===== src/flash_host_pkg.sv =====
// constants and types shared by the flash host controller
package flash_host_pkg;

  // register offsets, byte addresses on the register bus
  localparam logic [7:0] REG_CMD = 8'h00;
  localparam logic [7:0] REG_ADDR = 8'h04;
  localparam logic [7:0] REG_WDATA = 8'h08;
  localparam logic [7:0] REG_STATUS = 8'h0c;
  localparam logic [7:0] REG_RDATA = 8'h10;
  localparam logic [7:0] REG_CODES = 8'h14;
  localparam logic [7:0] REG_UADDR = 8'h18;

  // status field positions
  localparam int ST_BUSY = 0;
  localparam int ST_DONE = 1;
  localparam int ST_FAIL = 2;
  localparam int ST_VERR = 3;
  localparam int ST_READY = 4;
  localparam int ST_TOSEEN = 5;

  // codes field positions within the codes register
  localparam int CD_UNLOCK1 = 0;
  localparam int CD_UNLOCK2 = 8;
  localparam int CD_RESUME = 16;
  localparam int CD_RESET = 24;

  // reset values of software registers
  localparam logic [31:0] CODES_RST = 32'h0000_0000;
  localparam logic [31:0] UADDR_RST = 32'h0000_0000;

  // fixed command codes on the flash data bus
  localparam logic [7:0] PROG_SETUP_CODE = 8'ha0;
  localparam logic [7:0] SUSPEND_CODE = 8'hb0;

  // operations started by a write to the command register
  typedef logic [2:0] op_t;
  localparam op_t OP_PROGRAM = 3'h0;
  localparam op_t OP_SUSPEND = 3'h1;
  localparam op_t OP_RESUME = 3'h2;
  localparam op_t OP_RESETCMD = 3'h3;
  localparam op_t OP_READ = 3'h4;
  localparam op_t OP_HWRESET = 3'h5;

  // status bit positions on the flash data bus
  localparam int DQ_POLL = 7;
  localparam int DQ_TOGGLE = 6;
  localparam int DQ_TIMEOUT = 5;

  // program sequence steps
  localparam logic [2:0] STEP_TARGET = 3'h3;
  localparam logic [2:0] STEP_POLL1 = 3'h4;
  localparam logic [2:0] STEP_POLL2 = 3'h5;
  localparam logic [2:0] STEP_FINAL = 3'h6;
  localparam logic [2:0] STEP_ABORT = 3'h7;

  // timing
  localparam int CLK_NS = 40;
  localparam int T_WP_NS = 35;
  localparam int T_ACC_NS = 90;
  localparam int T_RP_NS = 500;
  localparam int SYNC_CYC = 2;
  localparam logic [3:0] WR_CYC = 4'((T_WP_NS + CLK_NS - 1) / CLK_NS);
  localparam logic [3:0] ACC_CYC = 4'((T_ACC_NS + CLK_NS - 1) / CLK_NS);
  localparam logic [3:0] RD_CYC = ACC_CYC + 4'(SYNC_CYC) + 4'h1;
  localparam logic [7:0] RP_CYC = 8'((T_RP_NS + CLK_NS - 1) / CLK_NS);

  typedef struct packed {
    logic ce_n;
    logic we_n;
    logic oe_n;
    logic [17:0] addr;
    logic [15:0] dq_out;
    logic dq_oe;
  } flash_pins_s;

  localparam flash_pins_s PINS_IDLE = '{1'b1, 1'b1, 1'b1, 18'h0, 16'h0, 1'b0};

  typedef struct packed {
    logic rd;
    logic [17:0] addr;
    logic [15:0] data;
  } cyc_req_s;

  function automatic cyc_req_s mk_req(input logic rd, input logic [17:0] a,
                                      input logic [15:0] d);
    cyc_req_s r;
    r.rd = rd;
    r.addr = a;
    r.data = d;
    return r;
  endfunction

  function automatic logic [31:0] merge(input logic [31:0] old,
                                        input logic [31:0] nw,
                                        input logic [3:0] strb);
    logic [31:0] r;
    r = old;
    for (int i = 0; i < 4; i++) begin
      if (strb[i]) begin
        r[i*8 +: 8] = nw[i*8 +: 8];
      end
    end
    return r;
  endfunction

endpackage


===== src/flash_cycle.sv =====
// one flash bus cycle, write or read, with strobe timing
`timescale 1ns/1ps
`default_nettype none
module flash_cycle
  import flash_host_pkg::*;
(
  // clock and reset
  input wire logic clk_in,
  input wire logic rst_n_in,
  // request
  input wire logic start_in,
  input wire cyc_req_s req_in,
  output logic done_out,
  output logic [15:0] rdata_out,
  // flash pins
  input wire logic [15:0] dq_in,
  output flash_pins_s pins_out
);

  typedef enum logic [3:0] {
    C_IDLE = 4'b0001,
    C_SETUP = 4'b0010,
    C_PULSE = 4'b0100,
    C_HOLD = 4'b1000
  } cyc_e;

  typedef struct packed {
    cyc_e ph;
    logic [3:0] cnt;
    logic rd;
    logic done;
    logic [15:0] rdata;
    logic [15:0] s1;
    logic [15:0] s2;
    flash_pins_s pins;
  } cyc_state_s;

  localparam cyc_state_s RST = '{C_IDLE, 4'h0, 1'b0, 1'b0, 16'h0, 16'h0,
                                 16'h0, PINS_IDLE};

  cyc_state_s q;
  cyc_state_s n;

  always_comb begin
    n = q;
    n.done = 1'b0;
    n.s1 = dq_in;
    n.s2 = q.s1;
    case (q.ph)
      C_IDLE: begin
        if (start_in) begin
          n.ph = C_SETUP;
          n.rd = req_in.rd;
          n.pins.ce_n = 1'b0;
          n.pins.addr = req_in.addr;
          n.pins.dq_out = req_in.data;
          n.pins.dq_oe = !req_in.rd;
        end
      end
      C_SETUP: begin
        // write strobe falls after chip select
        n.ph = C_PULSE;
        n.cnt = q.rd ? RD_CYC : WR_CYC;
        n.pins.we_n = q.rd;
        n.pins.oe_n = !q.rd;
      end
      C_PULSE: begin
        if (q.cnt == 4'h1) begin
          // write strobe rises first, data still held
          n.ph = C_HOLD;
          n.pins.we_n = 1'b1;
          n.pins.oe_n = 1'b1;
          // sampled late enough to cover access and sync delay
          if (q.rd) begin
            n.rdata = q.s2;
          end
        end else begin
          n.cnt = q.cnt - 4'h1;
        end
      end
      C_HOLD: begin
        n.ph = C_IDLE;
        n.pins.ce_n = 1'b1;
        n.pins.dq_oe = 1'b0;
        n.done = 1'b1;
      end
      default: begin
        n = RST;
      end
    endcase
  end

  always_ff @(posedge clk_in or negedge rst_n_in) begin
    if (!rst_n_in) begin
      q <= RST;
    end else begin
      q <= n;
    end
  end

  assign done_out = q.done;
  assign rdata_out = q.rdata;
  assign pins_out = q.pins;

endmodule
`default_nettype wire


===== src/flash_host.sv =====
// host controller driving a parallel flash through its pins
//
// Local design decisions: the register addresses and the AXI4-Lite register port.
`timescale 1ns/1ps
`default_nettype none
module flash_host
  import flash_host_pkg::*;
(
  // clock and reset
  input wire logic clk_in,
  input wire logic arst_n_in,
  // register bus write address
  input wire logic [7:0] awaddr_in,
  input wire logic awvalid_in,
  output logic awready_out,
  // register bus write data
  input wire logic [31:0] wdata_in,
  input wire logic [3:0] wstrb_in,
  input wire logic wvalid_in,
  output logic wready_out,
  // register bus write response
  output logic [1:0] bresp_out,
  output logic bvalid_out,
  input wire logic bready_in,
  // register bus read
  input wire logic [7:0] araddr_in,
  input wire logic arvalid_in,
  output logic arready_out,
  output logic [31:0] rdata_out,
  output logic [1:0] rresp_out,
  output logic rvalid_out,
  input wire logic rready_in,
  // flash pins
  output logic flash_ce_n_out,
  output logic flash_we_n_out,
  output logic flash_oe_n_out,
  output logic flash_reset_n_out,
  output logic [17:0] flash_addr_out,
  input wire logic [15:0] flash_dq_in,
  output logic [15:0] flash_dq_out,
  output logic flash_dq_oe_out,
  input wire logic ready_busy_n_in
);

  typedef enum logic [2:0] {
    S_IDLE = 3'b001,
    S_CYC = 3'b010,
    S_HWRST = 3'b100
  } seq_e;

  typedef struct packed {
    seq_e st;
    op_t op;
    logic [2:0] step;
    logic [17:0] addr;
    logic [15:0] wdata;
    logic [31:0] codes;
    logic [31:0] uaddr;
    logic [15:0] rdata;
    logic [15:0] poll1;
    logic to_seen;
    logic done;
    logic fail;
    logic verr;
    logic rb1;
    logic rb2;
    logic [7:0] rst_cnt;
    logic flash_rst_n;
    logic cyc_start;
    cyc_req_s req;
    logic aw_h;
    logic w_h;
    logic [7:0] awa;
    logic [31:0] wd;
    logic [3:0] ws;
    logic bvalid;
    logic [1:0] bresp;
    logic rvalid;
    logic [31:0] rd;
    logic [1:0] rresp;
  } host_state_s;

  localparam host_state_s RST = '{
    S_IDLE, OP_READ, 3'h0, 18'h0, 16'h0, CODES_RST, UADDR_RST, 16'h0,
    16'h0, 1'b0, 1'b0, 1'b0, 1'b0, 1'b1, 1'b1, 8'h0, 1'b1, 1'b0,
    '0, 1'b0, 1'b0, 8'h0, 32'h0, 4'h0, 1'b0, 2'b00, 1'b0, 32'h0, 2'b00};

  logic [1:0] rsync_q;
  logic rst_n;
  host_state_s q;
  host_state_s n;
  logic cyc_done;
  logic [15:0] cyc_rdata;
  flash_pins_s pins;

  // release is synchronous so every flop leaves reset together
  always_ff @(posedge clk_in or negedge arst_n_in) begin
    if (!arst_n_in) begin
      rsync_q <= 2'b00;
    end else begin
      rsync_q <= {rsync_q[0], 1'b1};
    end
  end
  assign rst_n = rsync_q[1];

  flash_cycle u_cycle (
    .clk_in(clk_in),
    .rst_n_in(rst_n),
    .start_in(q.cyc_start),
    .req_in(q.req),
    .done_out(cyc_done),
    .rdata_out(cyc_rdata),
    .dq_in(flash_dq_in),
    .pins_out(pins)
  );

  always_comb begin
    logic [15:0] r;
    logic [17:0] ua1;
    logic [17:0] ua2;
    r = cyc_rdata;
    ua1 = {2'b00, q.uaddr[15:0]};
    ua2 = {2'b00, q.uaddr[31:16]};
    n = q;
    n.cyc_start = 1'b0;
    // busy pin passes two flops before use
    n.rb1 = ready_busy_n_in;
    n.rb2 = q.rb1;

    case (q.st)
      S_IDLE: begin
      end
      S_CYC: begin
        if (cyc_done) begin
          if (q.op != OP_PROGRAM) begin
            n.st = S_IDLE;
            n.done = 1'b1;
            if (q.op == OP_READ) begin
              n.rdata = r;
            end
          end else begin
            n.cyc_start = 1'b1;
            case (q.step)
              3'h0: begin
                n.req = mk_req(1'b0, ua2,
                               {8'h00, q.codes[CD_UNLOCK2 +: 8]});
                n.step = 3'h1;
              end
              3'h1: begin
                n.req = mk_req(1'b0, ua1, {8'h00, PROG_SETUP_CODE});
                n.step = 3'h2;
              end
              3'h2: begin
                n.req = mk_req(1'b0, q.addr, q.wdata);
                n.step = STEP_TARGET;
              end
              STEP_TARGET: begin
                // status is read at the program address
                n.req = mk_req(1'b1, q.addr, 16'h0);
                n.step = STEP_POLL1;
              end
              STEP_POLL1: begin
                n.poll1 = r;
                n.req = mk_req(1'b1, q.addr, 16'h0);
                n.step = STEP_POLL2;
              end
              STEP_POLL2: begin
                // toggle steady over two reads ends polling
                if (r[DQ_TOGGLE] == q.poll1[DQ_TOGGLE]) begin
                  // data taken from a further read
                  n.req = mk_req(1'b1, q.addr, 16'h0);
                  n.step = STEP_FINAL;
                end else if (q.to_seen) begin
                  // still toggling after timeout: reset command
                  n.req = mk_req(1'b0, q.addr,
                                 {8'h00, q.codes[CD_RESET +: 8]});
                  n.step = STEP_ABORT;
                end else begin
                  // still toggling, no timeout yet: note timeout bit, read again
                  n.to_seen = r[DQ_TIMEOUT];
                  n.poll1 = r;
                  n.req = mk_req(1'b1, q.addr, 16'h0);
                end
              end
              STEP_FINAL: begin
                n.cyc_start = 1'b0;
                n.st = S_IDLE;
                n.done = 1'b1;
                n.rdata = r;
                // a one over a stored zero reads back wrong
                n.verr = (r != q.wdata);
              end
              default: begin
                n.cyc_start = 1'b0;
                n.st = S_IDLE;
                n.done = 1'b1;
                n.fail = 1'b1;
              end
            endcase
          end
        end
      end
      S_HWRST: begin
        // reset pin held low for the minimum pulse
        if (q.rst_cnt == 8'h1) begin
          n.flash_rst_n = 1'b1;
          n.st = S_IDLE;
          n.done = 1'b1;
        end else begin
          n.rst_cnt = q.rst_cnt - 8'h1;
        end
      end
      default: begin
        n.st = S_IDLE;
      end
    endcase

    // register bus write path
    if (awvalid_in && !q.aw_h && !q.bvalid) begin
      n.aw_h = 1'b1;
      n.awa = awaddr_in;
    end
    if (wvalid_in && !q.w_h && !q.bvalid) begin
      n.w_h = 1'b1;
      n.wd = wdata_in;
      n.ws = wstrb_in;
    end
    if (q.bvalid && bready_in) begin
      n.bvalid = 1'b0;
    end
    if (q.aw_h && q.w_h) begin
      n.aw_h = 1'b0;
      n.w_h = 1'b0;
      n.bvalid = 1'b1;
      n.bresp = 2'b00;
      case (q.awa)
        REG_CMD: begin
          // no new command while an operation runs
          if (q.ws[0] && q.st == S_IDLE) begin
            n.op = q.wd[2:0];
            n.done = 1'b0;
            n.fail = 1'b0;
            n.verr = 1'b0;
            n.to_seen = 1'b0;
            n.step = 3'h0;
            n.st = S_CYC;
            n.cyc_start = 1'b1;
            case (q.wd[2:0])
              // first unlock write opens the program sequence
              OP_PROGRAM: n.req = mk_req(1'b0, ua1,
                                        {8'h00, q.codes[CD_UNLOCK1 +: 8]});
              // suspend code on the data bus
              OP_SUSPEND: n.req = mk_req(1'b0, q.addr,
                                        {8'h00, SUSPEND_CODE});
              OP_RESUME: n.req = mk_req(1'b0, q.addr,
                                       {8'h00, q.codes[CD_RESUME +: 8]});
              OP_RESETCMD: n.req = mk_req(1'b0, q.addr,
                                         {8'h00, q.codes[CD_RESET +: 8]});
              OP_READ: n.req = mk_req(1'b1, q.addr, 16'h0);
              OP_HWRESET: begin
                n.cyc_start = 1'b0;
                n.st = S_HWRST;
                n.flash_rst_n = 1'b0;
                n.rst_cnt = RP_CYC;
              end
              default: begin
                n.cyc_start = 1'b0;
                n.st = S_IDLE;
                n.bresp = 2'b10;
              end
            endcase
          end
        end
        REG_ADDR: n.addr = 18'(merge({14'h0, q.addr}, q.wd, q.ws));
        REG_WDATA: n.wdata = 16'(merge({16'h0, q.wdata}, q.wd, q.ws));
        REG_CODES: n.codes = merge(q.codes, q.wd, q.ws);
        REG_UADDR: n.uaddr = merge(q.uaddr, q.wd, q.ws);
        REG_STATUS, REG_RDATA: begin
        end
        default: n.bresp = 2'b10;
      endcase
    end

    // register bus read path
    if (q.rvalid && rready_in) begin
      n.rvalid = 1'b0;
    end
    if (arvalid_in && !q.rvalid) begin
      n.rvalid = 1'b1;
      n.rresp = 2'b00;
      n.rd = 32'h0;
      case (araddr_in)
        REG_CMD: n.rd = {29'h0, q.op};
        REG_ADDR: n.rd = {14'h0, q.addr};
        REG_WDATA: n.rd = {16'h0, q.wdata};
        REG_STATUS: begin
          n.rd[ST_BUSY] = (q.st != S_IDLE);
          n.rd[ST_DONE] = q.done;
          n.rd[ST_FAIL] = q.fail;
          n.rd[ST_VERR] = q.verr;
          n.rd[ST_READY] = q.rb2;
          n.rd[ST_TOSEEN] = q.to_seen;
        end
        REG_RDATA: n.rd = {16'h0, q.rdata};
        REG_CODES: n.rd = q.codes;
        REG_UADDR: n.rd = q.uaddr;
        default: n.rresp = 2'b10;
      endcase
    end
  end

  always_ff @(posedge clk_in or negedge rst_n) begin
    if (!rst_n) begin
      q <= RST;
    end else begin
      q <= n;
    end
  end

  // no handshake while the internal reset is still held
  assign awready_out = rst_n && !q.aw_h && !q.bvalid;
  assign wready_out = rst_n && !q.w_h && !q.bvalid;
  assign bvalid_out = q.bvalid;
  assign bresp_out = q.bresp;
  assign arready_out = rst_n && !q.rvalid;
  assign rvalid_out = q.rvalid;
  assign rdata_out = q.rd;
  assign rresp_out = q.rresp;
  assign flash_ce_n_out = pins.ce_n;
  assign flash_we_n_out = pins.we_n;
  assign flash_oe_n_out = pins.oe_n;
  assign flash_addr_out = pins.addr;
  assign flash_dq_out = pins.dq_out;
  assign flash_dq_oe_out = pins.dq_oe;
  assign flash_reset_n_out = q.flash_rst_n;

endmodule
`default_nettype wire


===== config.mk =====
export PLATFORM = sky130hd
export DESIGN_NAME = flash_host
export DESIGN_NICKNAME = d
export VERILOG_FILES = /design/src/flash_host_pkg.sv /design/src/flash_cycle.sv /design/src/flash_host.sv
export SDC_FILE = /design/constraint.sdc
export NUM_CORES = 1
export LEC_CHECK = 0
export ABC_AREA = 0
export BUFFER_PORTS_ARGS = -buffer_cell sky130_fd_sc_hd__buf_2
export CAP_MARGIN = 20
export CORE_MARGIN = 3
export CORE_UTILIZATION = 50
export DETAILED_ROUTE_END_ITERATION = 16
export HOLD_SLACK_MARGIN = 0.15
export PLACE_DENSITY = 0.72
export SLEW_MARGIN = 20
export SYNTH_ARGS = -nofsm -noshare
export SYNTH_HDL_FRONTEND = slang
export SYNTH_SLANG_ARGS = --single-unit

===== constraint.sdc =====
create_clock -name clk_in -period 10.9 [get_ports clk_in]
set_input_delay 0 -clock clk_in [delete_from_list [all_inputs] [get_ports clk_in]]
set_output_delay 0 -clock clk_in [all_outputs]
set_load 0.05 [all_outputs]

# ---- After elaboration in Yosys (flattened, before gate mapping)
# Cells that the tools add are included.
dict set report totals {
  ff_bits 363
}
dict set report op_classes {
  addsub 2
  n_eq_ne 43
  muxes 101
  bitwise 5
  reduce_logical 65
}
# op n
set ops {}
lappend ops {{$pmux 35 s5} 2}
lappend ops {{$mux 35} 4}
lappend ops {{$pmux 26 s5} 1}
lappend ops {{$mux 8} 15}
lappend ops {{$mux 36} 3}
lappend ops {{$mux 107} 1}
lappend ops {{$mux 16} 6}
lappend ops {{$mux 32} 3}
lappend ops {{$mux 45} 2}
lappend ops {{$pmux 34 s2} 1}
lappend ops {{$eq 8x5->1 const B} 6}
lappend ops {{$mux 47} 1}
lappend ops {{$reduce_and 3->1} 15}
lappend ops {{$pmux 6 s7} 1}
lappend ops {{$mux 9} 4}
lappend ops {{$mux 3} 11}
lappend ops {{$eq 8x4->1 const B} 4}
lappend ops {{$pmux 16 s2} 1}
lappend ops {{$mux 4} 7}
lappend ops {{$pmux 4 s3} 2}
lappend ops {{$eq 3x3->1 const B} 7}
lappend ops {{$mux 1} 18}
lappend ops {{$mux 18} 1}
lappend ops {{$pmux 3 s6} 1}
lappend ops {{other kinds (38)} 99}

# ---- Logic depth before layout (Yosys ltp)
dict set report logic_depth {
  depth_word 10
  mapped_depth 7
  depth_no_buf 6
}

# ---- Hierarchy
# From an unflattened synthesis, not the netlist that was laid out.
dict set report hier_totals {
  cells_unflattened 1438
  area_unflattened_um2 16698.5
}
# module instances cells_per_inst area_per_inst_um2 seq_area_each_um2
set modules_own_cells {}
lappend modules_own_cells {flash_host 1 1125 12642.1 6487.5}
lappend modules_own_cells {flash_cycle 1 313 4056.4 2407.3}

# ---- Least setup slack after synthesis
# OpenSTA, ideal clock, no wires.
dict set report synth_path {
  kind {register -> output}
  startpoint {register rsync_q[1]}
  endpoint {output port awready_out}
  t_arrival_ps 9402
  t_required_ps 10900
  setup_slack_ps 1498
  path_stages_with_launch 3
  path_buffers 0
  cell_sequence {dfrtp_1 nand2_1 nor2_1}
}
dict set report synth_via {
  elab_chain_len 2
}
# item line
set synth_rtl {}
lappend synth_rtl {{from (decl)} flash_host.sv:88} ;# logic [1:0] rsync_q;
lappend synth_rtl {{from (signal assigned)} flash_host.sv:101} ;# rsync_q <= {rsync_q[0], 1'b1};
lappend synth_rtl {{$logic_and 1x1->1 (2 in a row)} flash_host.sv:321} ;# assign awready_out = rst_n && !q.aw_h && !q.bvalid;
lappend synth_rtl {{to (decl)} flash_host.sv:15} ;# output logic awready_out,
# Every way passes these cells.

==> reports/metrics.csv <==
metric;value;unit
clockBufferDepth;3;
wire_per_inst;21.6;um
synthMostInstantiatedCell;dfrtp_1;
clock-sinks;355;
ys_top_cells_by_count;dfrtp_1 (346), mux2_2 (213), nand2_1 (133);
rsz0062_at_grt;false;
whs;197;ps
die_area;36400;sq um
ys_ff_latch;355;
cts-buffers-inserted;39;
htree_levels;2;
start_util;50.8;%
num_vias;12300;
routabilityCongestion;0.918;
rows;67;
critPathRequiredTime;11260;ps
relSlewSlack;24.9;%
skew;14.6;ps
critPathMaxFanout;40;
die_y;191;um
slew_violations;0;
hold_class;input pin to flop;
post_cts_buffers;0;
synth-edff-count;0;
firstDrtPassIters;5;
dp_hpwl;31200;um
viasPerCell;5.84;
grt_max_degree;181;
synth_area;17100;sq um
grt_pass1_vias;12000;
cts_root_buf;clkbuf_16;
synth_largest_area_cell;dfrtp_1;
peakVddDrop;0.141;mV
setup_viol;0;
synth_cell_types;69;
grt_first_pass_wirelength;70100;um
max_freq;0.340;GHz
synth_ff_type;dfrtp_1;
synthTopCellsByArea;dfrtp_1 (51%), mux2_2 (14%), buf_4 (3.1%), nand2_1 (2.9%), o21ai_0 (2.2%);
track_usage;24.7;%
status;complete, no violations;
ys_seq_area_share;52.1;%
drtIter0Drc;1171;
maxCapViolCount;0;
synthArstFlopShare;100;%
fin_nets;1707;
timing.final.crit_period;2940;ps
p_per_area;193;nW/um^2
clk-insertion-delay-late;530;ps
cp-end-kind;flop;
syn_inst;1509;
yosys_warnings;0;
io_pins;156;
path_clk_slew;60;ps
grt.overflow.total;0;
hold_viol_final;0;
synthToLayoutAreaGrowth;15.2;%
ant_nets;0;
wl;45400;um
tightest_slew;1120;ps
drc;0;
syn_area_per_cell;11.3;sq um
critPathLaunchType;flop;
port_buffers;153;
coreArea;33600;sq um
crit_type;flop to flop;
finalSetupTns;0;ps
power.leakage;9.25;nW
cts_tree;done;
fp.dieW;191;um
final_layout_size_suffix_gt1_share;30.0;%
antenna_found_initial;0;
finalCritPeriodShare;27.0;%
yosysTopAreaCellShare;50.7;%
arrival;3300;ps
-- path summary, 6_finish.rpt --
check	start	end	slack, ps	cells past startpoint
hold reg to reg	rsync_q[1]$_DFF_PN0_	q[38]$_DFFE_PN0P_	310	0
min in group asynchronous	rsync_q[1]$_DFF_PN0_	q[38]$_DFFE_PN0P_	310	0
setup reg to reg	q[271]$_DFF_PN1_	q[104]$_DFF_PN0_	7960	5
setup / recovery	q[271]$_DFF_PN1_	q[104]$_DFF_PN0_	7960	5
max in group asynchronous	rsync_q[1]$_DFF_PN0_	q[193]$_DFFE_PN0P_	8700	2
hold / removal	araddr_in[1]	rdata_out[1]$_DFFE_PN0P_	200	5
-- critical path, cell delays in order (launching register included) --
cell and delay [ps]:
dfstp_2 570, nor3b_1 620, nand4_1 160, buf_4 320, nor2_1 860, o32ai_1 220
-- placed cells by master (no fill, tap or decap), drive strengths merged, types with 5 or more instances in the layout --
cell / netlist / layout
a221o: 22 / 22
a221oi: 6 / 6
nor3: 14 / 14
xnor2: 18 / 18
a22o: 9 / 9
xor2: 8 / 8
nand2b: 8 / 8
a21oi: 28 / 28
dlygate4sd3: 0 / 72
nor4b: 5 / 5
and2: 36 / 36
buf: 102 / 172
nand4: 8 / 8
o221ai: 12 / 12
and3: 20 / 20
or2: 5 / 5
inv: 50 / 54
mux2i: 37 / 37
nand3: 23 / 23
nor2b: 16 / 16
clkinv: 0 / 5
nor2: 54 / 54
a22oi: 41 / 41
clkbuf: 66 / 57
a211oi: 10 / 10
mux2: 219 / 219
dfrtp: 346 / 346
nor4: 7 / 7
o21ai: 79 / 79
and3b: 11 / 11
o32ai: 15 / 15
o31ai: 13 / 13
nor3b: 5 / 5
dfstp: 9 / 9
or3b: 13 / 13
o22ai: 11 / 11
nand2: 133 / 133
-- flip-flops by register name, indices dropped and copies added (netlist names), 2 cells and up --
name	count
u_cycle.rdata_out	16
rsync_q	2
rdata_out	32
u_cycle.pins_out	38
u_cycle.q	41
q	219
-- kinds of logic after synthesis --
group | Yosys count | synth area share [%]
adders and majority gates | 4 | 0.293
and+or+nand+nor | 371 | 11.4
buffers and inverters | 218 | 6.69
AOI/OAI and AO/OA | 275 | 11.2
DFF | 355 | 52.1
muxes | 258 | 17.0
other | 2 | 0.0440
xor gates and xnor gates | 26 | 1.33
-- timing repair --
action | in CTS | in global routing
setup endpoints to repair | 0 | 0
resized for setup | 0 | 0
endpoints found under the hold margin | 73 | 0
hold buffers | 72 | 0
-- routing by layer --
layer | global-route usage, % | vias to the layer above | wire (um)
met5 | 0 | - | 0
met4 | 7.96 | 0 | 1490
met3 | 3.75 | 83 | 3450
met2 | 38.4 | 524 | 20800
met1 | 35.8 | 6117 | 19700
li1 | - | 5553 | -
-- through the flow --
stage	instance area, sq um	instances	worst slack (ps)	util, %	power [mW]
after floorplan	17100	1510	256	-	2.24
after global placement	17600	1962	8080	52.5	2.42
after detailed placement	17600	1962	8030	52.5	2.45
after CTS	19700	2103	8020	58.5	3.80
after global routing	19700	2103	7800	58.5	3.95
final	19700	2104	7960	58.5	3.79
-- report_power, final --
| group | leakage, nW | switching [mW] | internal, mW |
|---|---|---|---|
| Combinational | 4.00 | 0.444 | 0.291 |
| Sequential | 4.61 | 0.220 | 1.50 |
| Clock | 0.648 | 0.527 | 0.806 |
-- layout make-up --
type                            count  area (sq um)
Antenna cell                        1          2.50
Clock buffer                       57          1150
Clock inverter                     12           150
Fill cell                        2685         13900
Inverter                           50           188
Multi-Input combinational cell    937          7080
Sequential cell                   355          8900
Tap cell                          448           561
Timing Repair Buffer              244          1650
Power figures use the tool's default switching activity.
